**config.mk**
```make
export PLATFORM = sky130hd
export DESIGN_NAME = mpb_top
export DESIGN_NICKNAME = d
export VERILOG_FILES = /design/src/hw/mpb_pkg.sv /design/src/hw/mpb_brake_pi.sv /design/src/hw/mpb_top.sv
export SDC_FILE = /design/constraint.sdc
export NUM_CORES = 2
export LEC_CHECK = 0
export BUFFER_PORTS_ARGS = -buffer_cell sky130_fd_sc_hd__buf_2
export CAP_MARGIN = 20
export CORE_UTILIZATION = 45
export CTS_BUF_LIST = sky130_fd_sc_hd__clkbuf_2
export DETAILED_ROUTE_END_ITERATION = 16
export SLEW_MARGIN = 0
export SYNTH_ARGS = -nofsm -noshare
export SYNTH_HDL_FRONTEND = slang
export SYNTH_HIERARCHICAL = 1
export SYNTH_SLANG_ARGS = --single-unit
```
**constraint.sdc**
```tcl
create_clock -name pclk -period 27.7 [get_ports pclk]
set_clock_uncertainty 0.2 [all_clocks]
set_input_delay 2.77 -clock pclk [delete_from_list [all_inputs] [get_ports pclk]]
set_output_delay 2.77 -clock pclk [all_outputs]
set_load 0.01 [all_outputs]
```
**src/hw/mpb_pkg.sv**
```systemverilog
// package for the parameter extraction and braking block
// assumes a 32-bit apb master on pclk
package mpb_pkg;
  // register byte offsets
  localparam logic [7:0] OFS_CTRL = 8'h00;
  localparam logic [7:0] OFS_OLCFG = 8'h04;
  localparam logic [7:0] OFS_LIMITS = 8'h08;
  localparam logic [7:0] OFS_NVM_RL = 8'h0c;
  localparam logic [7:0] OFS_NVM_KE = 8'h10;
  localparam logic [7:0] OFS_NVM_CL = 8'h14;
  localparam logic [7:0] OFS_NVM_SL = 8'h18;
  localparam logic [7:0] OFS_BRAKE = 8'h1c;
  localparam logic [7:0] OFS_DELTA = 8'h20;
  localparam logic [7:0] OFS_SPEED = 8'h24;
  localparam logic [7:0] OFS_STATUS = 8'h28;
  localparam logic [7:0] OFS_EST_RL = 8'h2c;
  localparam logic [7:0] OFS_EST_KE = 8'h30;
  localparam logic [7:0] OFS_SHD_RL = 8'h34;
  localparam logic [7:0] OFS_SHD_CL = 8'h38;
  localparam logic [7:0] OFS_SHD_SL = 8'h3c;
  localparam logic [7:0] OFS_IDREF = 8'h40;
  // control bit positions
  localparam int CTRL_START = 0;
  localparam int CTRL_KE_EN = 1;
  localparam int CTRL_MECH_EN = 2;
  localparam int CTRL_OL_SEL = 3;
  localparam int CTRL_SHADOW = 4;
  localparam int CTRL_ANTI_SURGE_ENABLE = 5;
  localparam int CTRL_AB_EN = 6;
  localparam int CTRL_TORQUE = 7;
  localparam int CTRL_REVERSE = 8;
  localparam int CTRL_SPINDOWN = 9;
  // fixed step lengths in cycles
  localparam int unsigned STEP_CYCLES = 16;
  localparam logic [31:0] RESET_WORD = 32'h0000_0000;
  // percentages applied when extraction settings are not selected
  localparam int unsigned CUR_PCT = 80;
  localparam int unsigned SPD_PCT = 50;
endpackage

```
**src/hw/mpb_brake_pi.sv**
```systemverilog
// pi controller producing the d-axis current reference while braking
// assumes inputs on pclk; clears itself when run is low
`timescale 1ns/10ps
module mpb_brake_pi #(
  parameter int W = 16
) (
  // clock and reset
  input wire logic pclk,
  input wire logic presetn,
  // control
  input wire logic run,
  input wire logic [W-1:0] limit,
  input wire logic [W-1:0] slew,
  input wire logic [W-1:0] bus_cur,
  input wire logic [7:0] kp,
  input wire logic [7:0] ki,
  // result
  output logic [W-1:0] ramp_q,
  output logic [W-1:0] id_ref_q
);
  initial begin
    if (W < 8 || W > 24) $error("mpb_brake_pi: W out of range");
  end
  logic signed [W+1:0] err;
  logic signed [W+17:0] integ_q;
  logic signed [W+17:0] sum;
  logic [W:0] ramp_next;
  assign err = $signed({2'b00, ramp_q}) - $signed({2'b00, bus_cur});
  assign ramp_next = {1'b0, ramp_q} + {1'b0, slew};
  // widen before the product so the gain multiply cannot wrap
  assign sum = integ_q + (W+18)'(err) * (W+18)'($signed({1'b0, kp}));
  // bus limit ramps from zero toward the limit at the slew rate
  always_ff @(posedge pclk or negedge presetn) begin
    if (!presetn) begin
      ramp_q <= '0;
    end else if (!run) begin
      ramp_q <= '0;
    end else if (ramp_next >= {1'b0, limit}) begin
      ramp_q <= limit;
    end else begin
      ramp_q <= ramp_next[W-1:0];
    end
  end
  // pi on the bus-current error
  always_ff @(posedge pclk or negedge presetn) begin
    if (!presetn) begin
      integ_q <= '0;
    end else if (!run) begin
      integ_q <= '0;
    end else begin
      integ_q <= integ_q + (W+18)'(err) * (W+18)'($signed({1'b0, ki}));
    end
  end
  always_ff @(posedge pclk or negedge presetn) begin
    if (!presetn) begin
      id_ref_q <= '0;
    end else if (!run) begin
      id_ref_q <= '0;
    end else if (sum < 0) begin
      id_ref_q <= '0;
    end else if (sum[W+17:W+4] != '0) begin
      id_ref_q <= '1;
    end else begin
      id_ref_q <= sum[W+3:4];
    end
  end
  a_ramp_starts_zero: assert property (@(posedge pclk) disable iff (!presetn)
    $rose(run) |-> ramp_q == '0)
    else $error("ramp did not start at zero");
  a_ramp_bounded: assert property (@(posedge pclk) disable iff (!presetn)
    ramp_q <= limit || $changed(limit))
    else $error("ramp exceeded limit");
endmodule // mpb_brake_pi

```
**src/hw/mpb_top.sv**
```systemverilog
// extraction sequencer, shadow selection and deceleration choice
// assumes an apb master on pclk; speed, bemf and modulation come from the control core
//
// The APB interface to the registers and the register offsets are this design's own decisions.
`timescale 1ns/10ps
module mpb_top #(
  parameter int W = 16
) (
  // apb
  input wire logic pclk,
  input wire logic presetn,
  input wire logic psel,
  input wire logic penable,
  input wire logic pwrite,
  input wire logic [7:0] paddr,
  input wire logic [31:0] pwdata,
  output logic [31:0] prdata,
  output logic pready,
  output logic pslverr,
  // measurements from the control core
  input wire logic [W-1:0] speed_now,
  input wire logic [W-1:0] bus_cur,
  input wire logic [W-1:0] mod_index,
  input wire logic [W-1:0] bemf_meas,
  input wire logic [W-1:0] est_res,
  input wire logic [W-1:0] est_ind,
  input wire logic [W-1:0] est_ke,
  input wire logic [W-1:0] est_inertia,
  input wire logic [W-1:0] est_friction,
  // bridge and loop outputs
  output logic bridge_hiz_q,
  output logic [W-1:0] ol_slew_q,
  output logic [W-1:0] ol_cur_ref_q,
  output logic [W-1:0] ol_spd_ref_q,
  output logic [W-1:0] id_ref_q,
  output logic [W-1:0] decel_rate_q,
  output logic brake_active_q,
  output logic surge_active_q
);
  initial begin
    if (W < 8 || W > 16) $error("mpb_top: W must be 8..16");
  end
  typedef enum logic [5:0] {
    ST_IDLE = 6'b000001, ST_ALIGN = 6'b000010, ST_OPEN = 6'b000100,
    ST_RAMP = 6'b001000, ST_COAST = 6'b010000, ST_DONE = 6'b100000
  } mpb_state_t;
  mpb_state_t st_q;
  logic [31:0] ctrl_q, olcfg_q, limits_q, nvm_rl_q, nvm_ke_q, nvm_cl_q, nvm_sl_q;
  logic [31:0] brake_q, delta_q, speed_q;
  logic [W-1:0] par_res_q, par_ind_q, par_ke_q, par_j_q, par_f_q;
  logic [4:0] cnt_q;
  logic fault_q, done_q;
  logic acc, wr, rd;
  logic mech_run, ol_needed;
  logic [W-1:0] cur_kp, cur_ki, spd_kp, spd_ki;
  logic [W-1:0] tgt, delta_cmd, gap;
  logic fwd_ok, want_brake, brake_d, pi_ramp_unused;
  logic [W-1:0] pi_ramp, pi_id;

  function automatic logic [W-1:0] pick(input logic [W-1:0] nvm, input logic [W-1:0] est,
                                        input logic force_est);
    pick = (force_est || nvm == '0) ? est : nvm;
  endfunction
  function automatic logic [W-1:0] pct(input logic [W-1:0] v, input int unsigned p);
    logic [W+7:0] prod;
    prod = (W+8)'(v) * (W+8)'(p);
    pct = (W)'(prod / (W+8)'(100));
  endfunction

  // ----------------------------------------------------------------
  // apb slave
  // ----------------------------------------------------------------
  assign acc = psel && penable;
  assign wr = acc && pwrite;
  // read data is loaded in the setup cycle so it stands with pready
  assign rd = psel && !penable && !pwrite;
  always_ff @(posedge pclk or negedge presetn) begin
    if (!presetn) begin
      pready <= 1'b0;
    end else begin
      pready <= psel && !pready;
    end
  end
  always_ff @(posedge pclk or negedge presetn) begin
    if (!presetn) begin
      ctrl_q <= mpb_pkg::RESET_WORD;
      olcfg_q <= mpb_pkg::RESET_WORD;
      limits_q <= mpb_pkg::RESET_WORD;
      nvm_rl_q <= mpb_pkg::RESET_WORD;
      nvm_ke_q <= mpb_pkg::RESET_WORD;
      nvm_cl_q <= mpb_pkg::RESET_WORD;
      nvm_sl_q <= mpb_pkg::RESET_WORD;
      brake_q <= mpb_pkg::RESET_WORD;
      delta_q <= mpb_pkg::RESET_WORD;
      speed_q <= mpb_pkg::RESET_WORD;
    end else begin
      if (st_q != ST_IDLE) ctrl_q[mpb_pkg::CTRL_START] <= 1'b0;
      if (wr && pready) begin
        case (paddr)
          mpb_pkg::OFS_CTRL: ctrl_q <= pwdata;
          mpb_pkg::OFS_OLCFG: olcfg_q <= pwdata;
          mpb_pkg::OFS_LIMITS: limits_q <= pwdata;
          mpb_pkg::OFS_NVM_RL: nvm_rl_q <= pwdata;
          mpb_pkg::OFS_NVM_KE: nvm_ke_q <= pwdata;
          mpb_pkg::OFS_NVM_CL: nvm_cl_q <= pwdata;
          mpb_pkg::OFS_NVM_SL: nvm_sl_q <= pwdata;
          mpb_pkg::OFS_BRAKE: brake_q <= pwdata;
          mpb_pkg::OFS_DELTA: delta_q <= pwdata;
          mpb_pkg::OFS_SPEED: speed_q <= pwdata;
          default: ;
        endcase
      end
    end
  end
  always_ff @(posedge pclk or negedge presetn) begin
    if (!presetn) begin
      pslverr <= 1'b0;
    end else begin
      pslverr <= psel && !pready && (paddr > mpb_pkg::OFS_IDREF || paddr[1:0] != 2'b00);
    end
  end
  always_ff @(posedge pclk or negedge presetn) begin
    if (!presetn) begin
      prdata <= '0;
    end else if (rd && !pready) begin
      case (paddr)
        mpb_pkg::OFS_CTRL: prdata <= ctrl_q;
        mpb_pkg::OFS_OLCFG: prdata <= olcfg_q;
        mpb_pkg::OFS_LIMITS: prdata <= limits_q;
        mpb_pkg::OFS_NVM_RL: prdata <= nvm_rl_q;
        mpb_pkg::OFS_NVM_KE: prdata <= nvm_ke_q;
        mpb_pkg::OFS_NVM_CL: prdata <= nvm_cl_q;
        mpb_pkg::OFS_NVM_SL: prdata <= nvm_sl_q;
        mpb_pkg::OFS_BRAKE: prdata <= brake_q;
        mpb_pkg::OFS_DELTA: prdata <= delta_q;
        mpb_pkg::OFS_SPEED: prdata <= speed_q;
        mpb_pkg::OFS_STATUS: prdata <= {24'h0, brake_active_q, surge_active_q,
                                        st_q};
        mpb_pkg::OFS_EST_RL: prdata <= {16'(par_ind_q), 16'(par_res_q)};
        mpb_pkg::OFS_EST_KE: prdata <= {16'(par_f_q), 16'(par_ke_q)};
        mpb_pkg::OFS_SHD_RL: prdata <= {
          16'(pick((W)'(nvm_rl_q[31:16]), par_ind_q, ctrl_q[mpb_pkg::CTRL_SHADOW])),
          16'(pick((W)'(nvm_rl_q[15:0]), par_res_q, ctrl_q[mpb_pkg::CTRL_SHADOW]))};
        mpb_pkg::OFS_SHD_CL: prdata <= {
          16'(pick((W)'(nvm_cl_q[31:16]), cur_ki, ctrl_q[mpb_pkg::CTRL_SHADOW])),
          16'(pick((W)'(nvm_cl_q[15:0]), cur_kp, ctrl_q[mpb_pkg::CTRL_SHADOW]))};
        mpb_pkg::OFS_SHD_SL: prdata <= {
          16'(pick((W)'(nvm_sl_q[31:16]), spd_ki, ctrl_q[mpb_pkg::CTRL_SHADOW])),
          16'(pick((W)'(nvm_sl_q[15:0]), spd_kp, ctrl_q[mpb_pkg::CTRL_SHADOW]))};
        mpb_pkg::OFS_IDREF: prdata <= {fault_q, done_q, 14'h0, 16'(id_ref_q)};
        default: prdata <= '0;
      endcase
    end
  end

  // ----------------------------------------------------------------
  // extraction sequencer
  // ----------------------------------------------------------------
  assign mech_run = ctrl_q[mpb_pkg::CTRL_MECH_EN] || nvm_sl_q == '0;
  assign ol_needed = ctrl_q[mpb_pkg::CTRL_KE_EN] || mech_run;
  // gains taken directly from the estimates; real loops retune from these seeds
  assign cur_kp = par_ind_q;
  assign cur_ki = par_res_q;
  assign spd_kp = par_j_q;
  assign spd_ki = par_f_q;
  always_ff @(posedge pclk or negedge presetn) begin
    if (!presetn) begin
      st_q <= ST_IDLE;
      cnt_q <= '0;
    end else begin
      cnt_q <= (cnt_q == 5'(mpb_pkg::STEP_CYCLES - 1)) ? '0 : cnt_q + 5'h01;
      case (st_q)
        ST_IDLE: begin
          cnt_q <= '0;
          if (ctrl_q[mpb_pkg::CTRL_START]) st_q <= ol_needed ? ST_ALIGN : ST_COAST;
        end
        ST_ALIGN: if (cnt_q == 5'(mpb_pkg::STEP_CYCLES - 1)) st_q <= ST_OPEN;
        ST_OPEN: if (cnt_q == 5'(mpb_pkg::STEP_CYCLES - 1))
          st_q <= mech_run ? ST_RAMP : ST_COAST;
        ST_RAMP: if (cnt_q == 5'(mpb_pkg::STEP_CYCLES - 1)) st_q <= ST_COAST;
        ST_COAST: if (cnt_q == 5'(mpb_pkg::STEP_CYCLES - 1)) st_q <= ST_DONE;
        ST_DONE: st_q <= ST_IDLE;
        default: st_q <= ST_IDLE;
      endcase
    end
  end
  // capture resistance and inductance during alignment, the other estimates during coasting
  always_ff @(posedge pclk or negedge presetn) begin
    if (!presetn) begin
      par_res_q <= '0;
      par_ind_q <= '0;
      par_ke_q <= '0;
      par_j_q <= '0;
      par_f_q <= '0;
      fault_q <= 1'b0;
      done_q <= 1'b0;
    end else begin
      if (st_q == ST_ALIGN) begin
        par_res_q <= est_res;
        par_ind_q <= est_ind;
        fault_q <= 1'b0;
        done_q <= 1'b0;
      end
      if (st_q == ST_COAST) begin
        par_ke_q <= est_ke;
        par_j_q <= est_inertia;
        par_f_q <= est_friction;
        // after open loop or ramp the first coast cycle still has the bridge driving, so its reading is not bemf
        if (bridge_hiz_q && bemf_meas < limits_q[31:16]) fault_q <= 1'b1;
      end
      if (st_q == ST_DONE) done_q <= 1'b1;
    end
  end
  always_ff @(posedge pclk or negedge presetn) begin
    if (!presetn) begin
      bridge_hiz_q <= 1'b1;
      ol_slew_q <= '0;
      ol_cur_ref_q <= '0;
      ol_spd_ref_q <= '0;
    end else begin
      bridge_hiz_q <= st_q == ST_IDLE || st_q == ST_COAST || st_q == ST_DONE;
      if (ctrl_q[mpb_pkg::CTRL_OL_SEL]) begin
        ol_slew_q <= olcfg_q[W-1:0];
        ol_cur_ref_q <= (W)'(olcfg_q[31:16]);
        ol_spd_ref_q <= (W)'(speed_q[31:16]);
      end else begin
        ol_slew_q <= (W)'(olcfg_q[15:8]) + (W)'(olcfg_q[7:0]);
        ol_cur_ref_q <= pct((W)'(limits_q[15:0]), mpb_pkg::CUR_PCT);
        ol_spd_ref_q <= pct((W)'(brake_q[31:16]), mpb_pkg::SPD_PCT);
      end
      if (st_q == ST_RAMP) ol_cur_ref_q <= ol_cur_ref_q >> 1;
    end
  end

  // ----------------------------------------------------------------
  // deceleration choice
  // ----------------------------------------------------------------
  assign tgt = (W)'(speed_q[15:0]);
  assign delta_cmd = (speed_now > tgt) ? speed_now - tgt : '0;
  assign gap = delta_cmd;
  // forward mode checks deltas and modulation
  assign fwd_ok = mod_index < (W)'(delta_q[31:24]) << (W - 8) && delta_q[31:24] != 8'h00;
  assign want_brake = ctrl_q[mpb_pkg::CTRL_AB_EN] && !ctrl_q[mpb_pkg::CTRL_TORQUE];
  // surge follows the same decision, so brake and surge never overlap for a cycle
  always_comb begin
    brake_d = 1'b0;
    if (!want_brake) begin
      brake_d = 1'b0;
    end else if (ctrl_q[mpb_pkg::CTRL_REVERSE] || ctrl_q[mpb_pkg::CTRL_SPINDOWN]) begin
      brake_d = delta_cmd != '0;
    end else if (!brake_active_q) begin
      brake_d = fwd_ok && delta_cmd > (W)'(delta_q[7:0]);
    end else begin
      brake_d = fwd_ok && gap >= (W)'(delta_q[15:8]);
    end
  end
  always_ff @(posedge pclk or negedge presetn) begin
    if (!presetn) begin
      brake_active_q <= 1'b0;
    end else begin
      brake_active_q <= brake_d;
    end
  end
  always_ff @(posedge pclk or negedge presetn) begin
    if (!presetn) begin
      surge_active_q <= 1'b0;
      decel_rate_q <= '0;
    end else begin
      // surge control only while a speed reduction is still pending
      surge_active_q <= ctrl_q[mpb_pkg::CTRL_ANTI_SURGE_ENABLE] && !brake_d && delta_cmd != '0;
      decel_rate_q <= ctrl_q[mpb_pkg::CTRL_ANTI_SURGE_ENABLE] ? '0 : (W)'(nvm_ke_q[31:16]);
    end
  end
  mpb_brake_pi #(.W(W)) u_pi (
    .pclk(pclk), .presetn(presetn), .run(brake_active_q),
    .limit((W)'(brake_q[15:0])), .slew((W)'(nvm_ke_q[15:0])), .bus_cur(bus_cur),
    .kp(delta_q[23:16]), .ki(limits_q[23:16]), .ramp_q(pi_ramp), .id_ref_q(pi_id)
  );
  assign pi_ramp_unused = ^pi_ramp;
  always_ff @(posedge pclk or negedge presetn) begin
    if (!presetn) id_ref_q <= '0;
    else id_ref_q <= pi_id;
  end

  a_ramp_skipped: assert property (@(posedge pclk) disable iff (!presetn)
    (st_q == ST_OPEN && !mech_run) |=> st_q != ST_RAMP)
    else $error("ramp not skipped");
  a_hiz_coast: assert property (@(posedge pclk) disable iff (!presetn)
    st_q == ST_COAST |=> bridge_hiz_q)
    else $error("bridge not off in coast");
  a_no_brake_torque: assert property (@(posedge pclk) disable iff (!presetn)
    ctrl_q[mpb_pkg::CTRL_TORQUE] |=> !brake_active_q)
    else $error("brake in torque mode");
  a_brake_enable: assert property (@(posedge pclk) disable iff (!presetn)
    !ctrl_q[mpb_pkg::CTRL_AB_EN] |=> !brake_active_q)
    else $error("brake while disabled");
  a_zero_modlim: assert property (@(posedge pclk) disable iff (!presetn)
    (delta_q[31:24] == 8'h00 && !ctrl_q[mpb_pkg::CTRL_REVERSE] &&
      !ctrl_q[mpb_pkg::CTRL_SPINDOWN]) |=> !brake_active_q)
    else $error("forward brake with zero limit");
  a_surge_mux: assert property (@(posedge pclk) disable iff (!presetn)
    !ctrl_q[mpb_pkg::CTRL_ANTI_SURGE_ENABLE] |=> !surge_active_q)
    else $error("surge active while disabled");
  a_fault_low: assert property (@(posedge pclk) disable iff (!presetn)
    (st_q == ST_COAST && bridge_hiz_q && bemf_meas < limits_q[31:16]) |=> fault_q)
    else $error("bemf fault missed");
  a_ol_select: assert property (@(posedge pclk) disable iff (!presetn)
    (ctrl_q[mpb_pkg::CTRL_OL_SEL] && $stable(ctrl_q) && $stable(olcfg_q) && st_q != ST_RAMP)
      |=> ol_slew_q == $past(olcfg_q[W-1:0]))
    else $error("open loop slew not from extraction set");
endmodule // mpb_top

```
==> summary.md <==
| Metric | Value |
|---|---|
| Synthesized Nets | `6,423` |
| Syn Area/Cell | `between 9 and 10 um2` |
| Final non-filler cell total | `7,527` |
| Sequential share of the synthesized area | `between 20% and 30%` |
| DIE AREA | `around 120,000 um2` |
| CTS tree | `done` |
| IR drop worst, VDD | `0.0255 mV` |
| Kind of critical path | `flip-flop to flip-flop` |
| Hold Crit Class | `flip-flop to flip-flop` |
| Clk root buf | `clkbuf_2` |
| Yosys reg bits | `596` |
| Max-cap violations | `0` |
| P_sw | `0.771 mW` |
| # IOs | `approximately 300` |
| Flop2flop setup slack | `around 13,000 ps` |
| CP peak stage delay | `890 ps` |
| PortBufs | `297` |
| Synth warnings | `6` |
| Hold Path Sink | `id_ref_q[14]` |
| Clock Tree Buf Depth | `3` |
| H-tree depth | `4` |
| Num Clock Sinks | `596` |
| Die W | `346 um` |
| Status | `finished clean` |
| Vias | `46,200` |
| Combinational power share | `23.6%` |
| Area of the multi-input gates | `35,400 um2` |
| Arr. time, crit path | `15,440 ps` |
| Total grt overflow | `0` |
| Post-CTS Resized | `0` |
| Slew Limit Headroom | `roughly a fifth` |
| Asr flop ratio synth | `100%` |
| Most numerous cell in the Yosys netlist | `dfrtp_1` |
| Flop pwr share | `a little under half` |
| Drt pass-1 iters | `9` |
| Reg2Reg Depth | `43` |
| Max Clk Rate | `0.0695 GHz` |
| Vias in the first global route | `44,600` |
| Top cell type's share of synthesized area | `approximately 28%` |
| CP top delay family | `compound AO/OA/AOI/OAI gates` |
| Tcrit/Tclk final | `between 50 and 60%` |
| Static Leakage | `28.6 nW` |
| Worst reg2reg endpoint | `ol_spd_ref_q[0]` |
| Skew-Pair Late Insertion Delay | `1460 ps` |
| Fin nets | `6,679` |
| Total track usage | `30.3%` |
| Cells after DPL | `7,237` |
| Layout Utilization | `49.6%` |
| RSZ-0062 raised after global routing | `false` |
| Buf/Inv on CP | `2` |
| Worst Hold Launch | `u_pi/id_ref_q[14]` |
| Yosys cell types | `132` |
| Worst setup EP type | `flip-flop` |
| Final ANT Viol Nets | `0` |
| Max Slew Vio Count | `0` |
| Tmin final | `14,380 ps` |
| EDFF count, synth | `0` |
| Worst hold slack | `143 ps` |
| R2R Path Start | `brake_q[28]` |
| Hold Fails Final Rpt | `0` |
| Crit path required time | `28,760 ps` |
| Die Y | `about 350 um` |
| Vias per inst | `6.14` |
| Avg WL per Cell | `24.4 um` |
| Area Growth Syn to Fin | `8.76%` |
| Global-route wire length before repair | `277 mm` |
| Storage element area | `14,900 um2` |
| Initial DRC count | `4,360` |
| Prevailing post-synth register cell | `dfrtp_1` |
| FILL cells | `11,100` |
| Initial core utilization | `45.6%` |
| Worst hold path depth | `0` |
| Switch share | `35.3%` |
| Clock network power share | `31.3%` |
| Largest net degree at the start of global routing | `90` |
| Mapped cell area | `53,300 um2` |
| Post-Syn Instances | `5,623` |
| Design Power | `2.18 mW` |
| Pwr/cell area | `about 38 nW/um2` |
| CP Max Fanout | `14` |
| Dpl hpwl | `140 mm` |
| CTS Buf Count | `161` |
| CP Launch Type | `flip-flop` |
| Largest area contributor in the netlist | `dfrtp_1` |
| Setup TNS | `0 ps` |
| Num rows | `125` |
| CTS clk-pin slew, worst paths | `about 100 ps` |
| Fraction of layout cells with a size suffix above 1 | `20.4%` |
| Final setup viols | `0` |
| Core area | `117,000 um2` |
| CTS Hold Buffers Added | `0` |
| DRC | `0` |
| Synth cell count leaders | `dfrtp_1 (594), inv_1 (532), mux2_2 (407)` |
| Post-CTS setup buffers | `0` |
| GPL Wtd Cong | `0.950` |
| Crit path max-delay cell type | `o211ai_1` |
| Final wirelength | `184 mm` |
| Pint | `~1.4 mW` |
| Worst Tran Pin Value | `1180 ps` |
| Top cells by area, synth | `dfrtp_1 (28%), fa_1 (9.9%), mux2_2 (8.6%)` |
| Initial antenna violation count | `13` |
| Cell repeated most along the worst path | `ha_1` |
==> registers in the layout, summed over array words and instances, names as in the netlist, 32 cells and up <==
name	flops
olcfg_q	32
brake_q	32
delta_q	32
u_pi/integ_q	34
limits_q	32
nvm_sl_q	32
speed_q	32
ctrl_q	32
prdata	32
nvm_ke_q	32
nvm_cl_q	32
nvm_rl_q	32
==> placed cells by master, fill, tap and decap left out, types with 23 or more instances in the layout <==
| cell type | count |
|---|---|
| a211oi_1 | 50 |
| a21o_1 | 92 |
| a21oi_1 | 210 |
| a221oi_1 | 58 |
| a222oi_1 | 48 |
| a22o_1 | 55 |
| a22oi_1 | 50 |
| a31oi_1 | 53 |
| and2_1 | 182 |
| and3_1 | 33 |
| buf_2 | 296 |
| buf_4 | 78 |
| clkbuf_2 | 233 |
| dfrtp_1 | 592 |
| fa_1 | 264 |
| ha_1 | 347 |
| inv_1 | 532 |
| mux2_2 | 407 |
| mux2i_1 | 143 |
| nand2_1 | 391 |
| nand2b_1 | 56 |
| nand3_1 | 131 |
| nand3b_1 | 23 |
| nand4_1 | 38 |
| nor2_1 | 278 |
| nor2b_1 | 94 |
| nor3_1 | 91 |
| nor4_1 | 62 |
| o211ai_1 | 45 |
| o21a_1 | 40 |
| o21ai_0 | 180 |
| o21ai_1 | 24 |
| o21bai_1 | 24 |
| o22ai_1 | 56 |
| o31ai_1 | 24 |
| or3_1 | 29 |
| xnor2_1 | 106 |
| xor2_1 | 62 |
==> metal layers <==
metal	routed length (um)	up-vias	share of wire (%)	track usage, %
li1	-	20900	-	-
met1	78000	23100	42	41.0
met2	83300	1886	45	47.5
met3	15400	318	8.4	6.14
met4	7080	6	3.8	11.8
met5	43	-	0.023	0
==> kinds of logic (layout without fill, tap and decap cells) <==
kind of cell               Yosys count  in the layout  synth area share, %
other                                0              8                    0
buffers and inverters              819           1191                 5.93
DFF                                596            596                 28.0
AOI/OAI and AO/OA                 1322           1322                 18.5
and+or+nand+nor                   1534           1534                 14.8
muxes                              557            557                 11.5
adders and majority gates          615            615                 18.2
xor gates and xnor gates           180            180                 3.07
==> stage by stage <==
step	cell area, um2	setup WS (ps)
2_1_floorplan	53300	15950
3_3_place_gp	56300	13620
3_5_place_dp	56300	13600
4_1_cts	57800	13520
5_1_grt	57900	12240
6_report	57900	13320
==> final cells by class <==
class | instances | share of cell area [%]
Multi-Input combinational cell | 4208 | 61.1
Inverter | 533 | 3.45
Clock inverter | 46 | 0.637
Sequential cell | 596 | 25.8
Tap cell | 1524 | 3.29
Clock buffer | 233 | 2.01
Antenna cell | 8 | 0.0346
Timing Repair Buffer | 379 | 3.75
==> power by group through the flow <==
stage               Combinational (mW)  Sequential (mW)  Clock (mW)
finish                           0.515            0.986       0.683
global route                     0.562            0.987       0.738
CTS                              0.509            0.983       0.700
detailed placement               0.506             1.00           0
global placement                 0.503            0.999           0
floorplan                        0.362            0.967           0
==> how the worst max path moves through the flow <==
stage,start,depth (start not counted),end,slack (ps)
after floorplan,bus_cur[0],38,u_pi/integ_q[33],15950
after global placement,brake_q[28],43,ol_spd_ref_q[0],13620
after detailed placement,brake_q[28],43,ol_spd_ref_q[0],13600
after CTS,brake_q[28],43,ol_spd_ref_q[0],13520
after global routing,brake_q[28],43,ol_spd_ref_q[0],12240
final,brake_q[28],43,ol_spd_ref_q[0],13320
(Power assumes the default switching activity.)
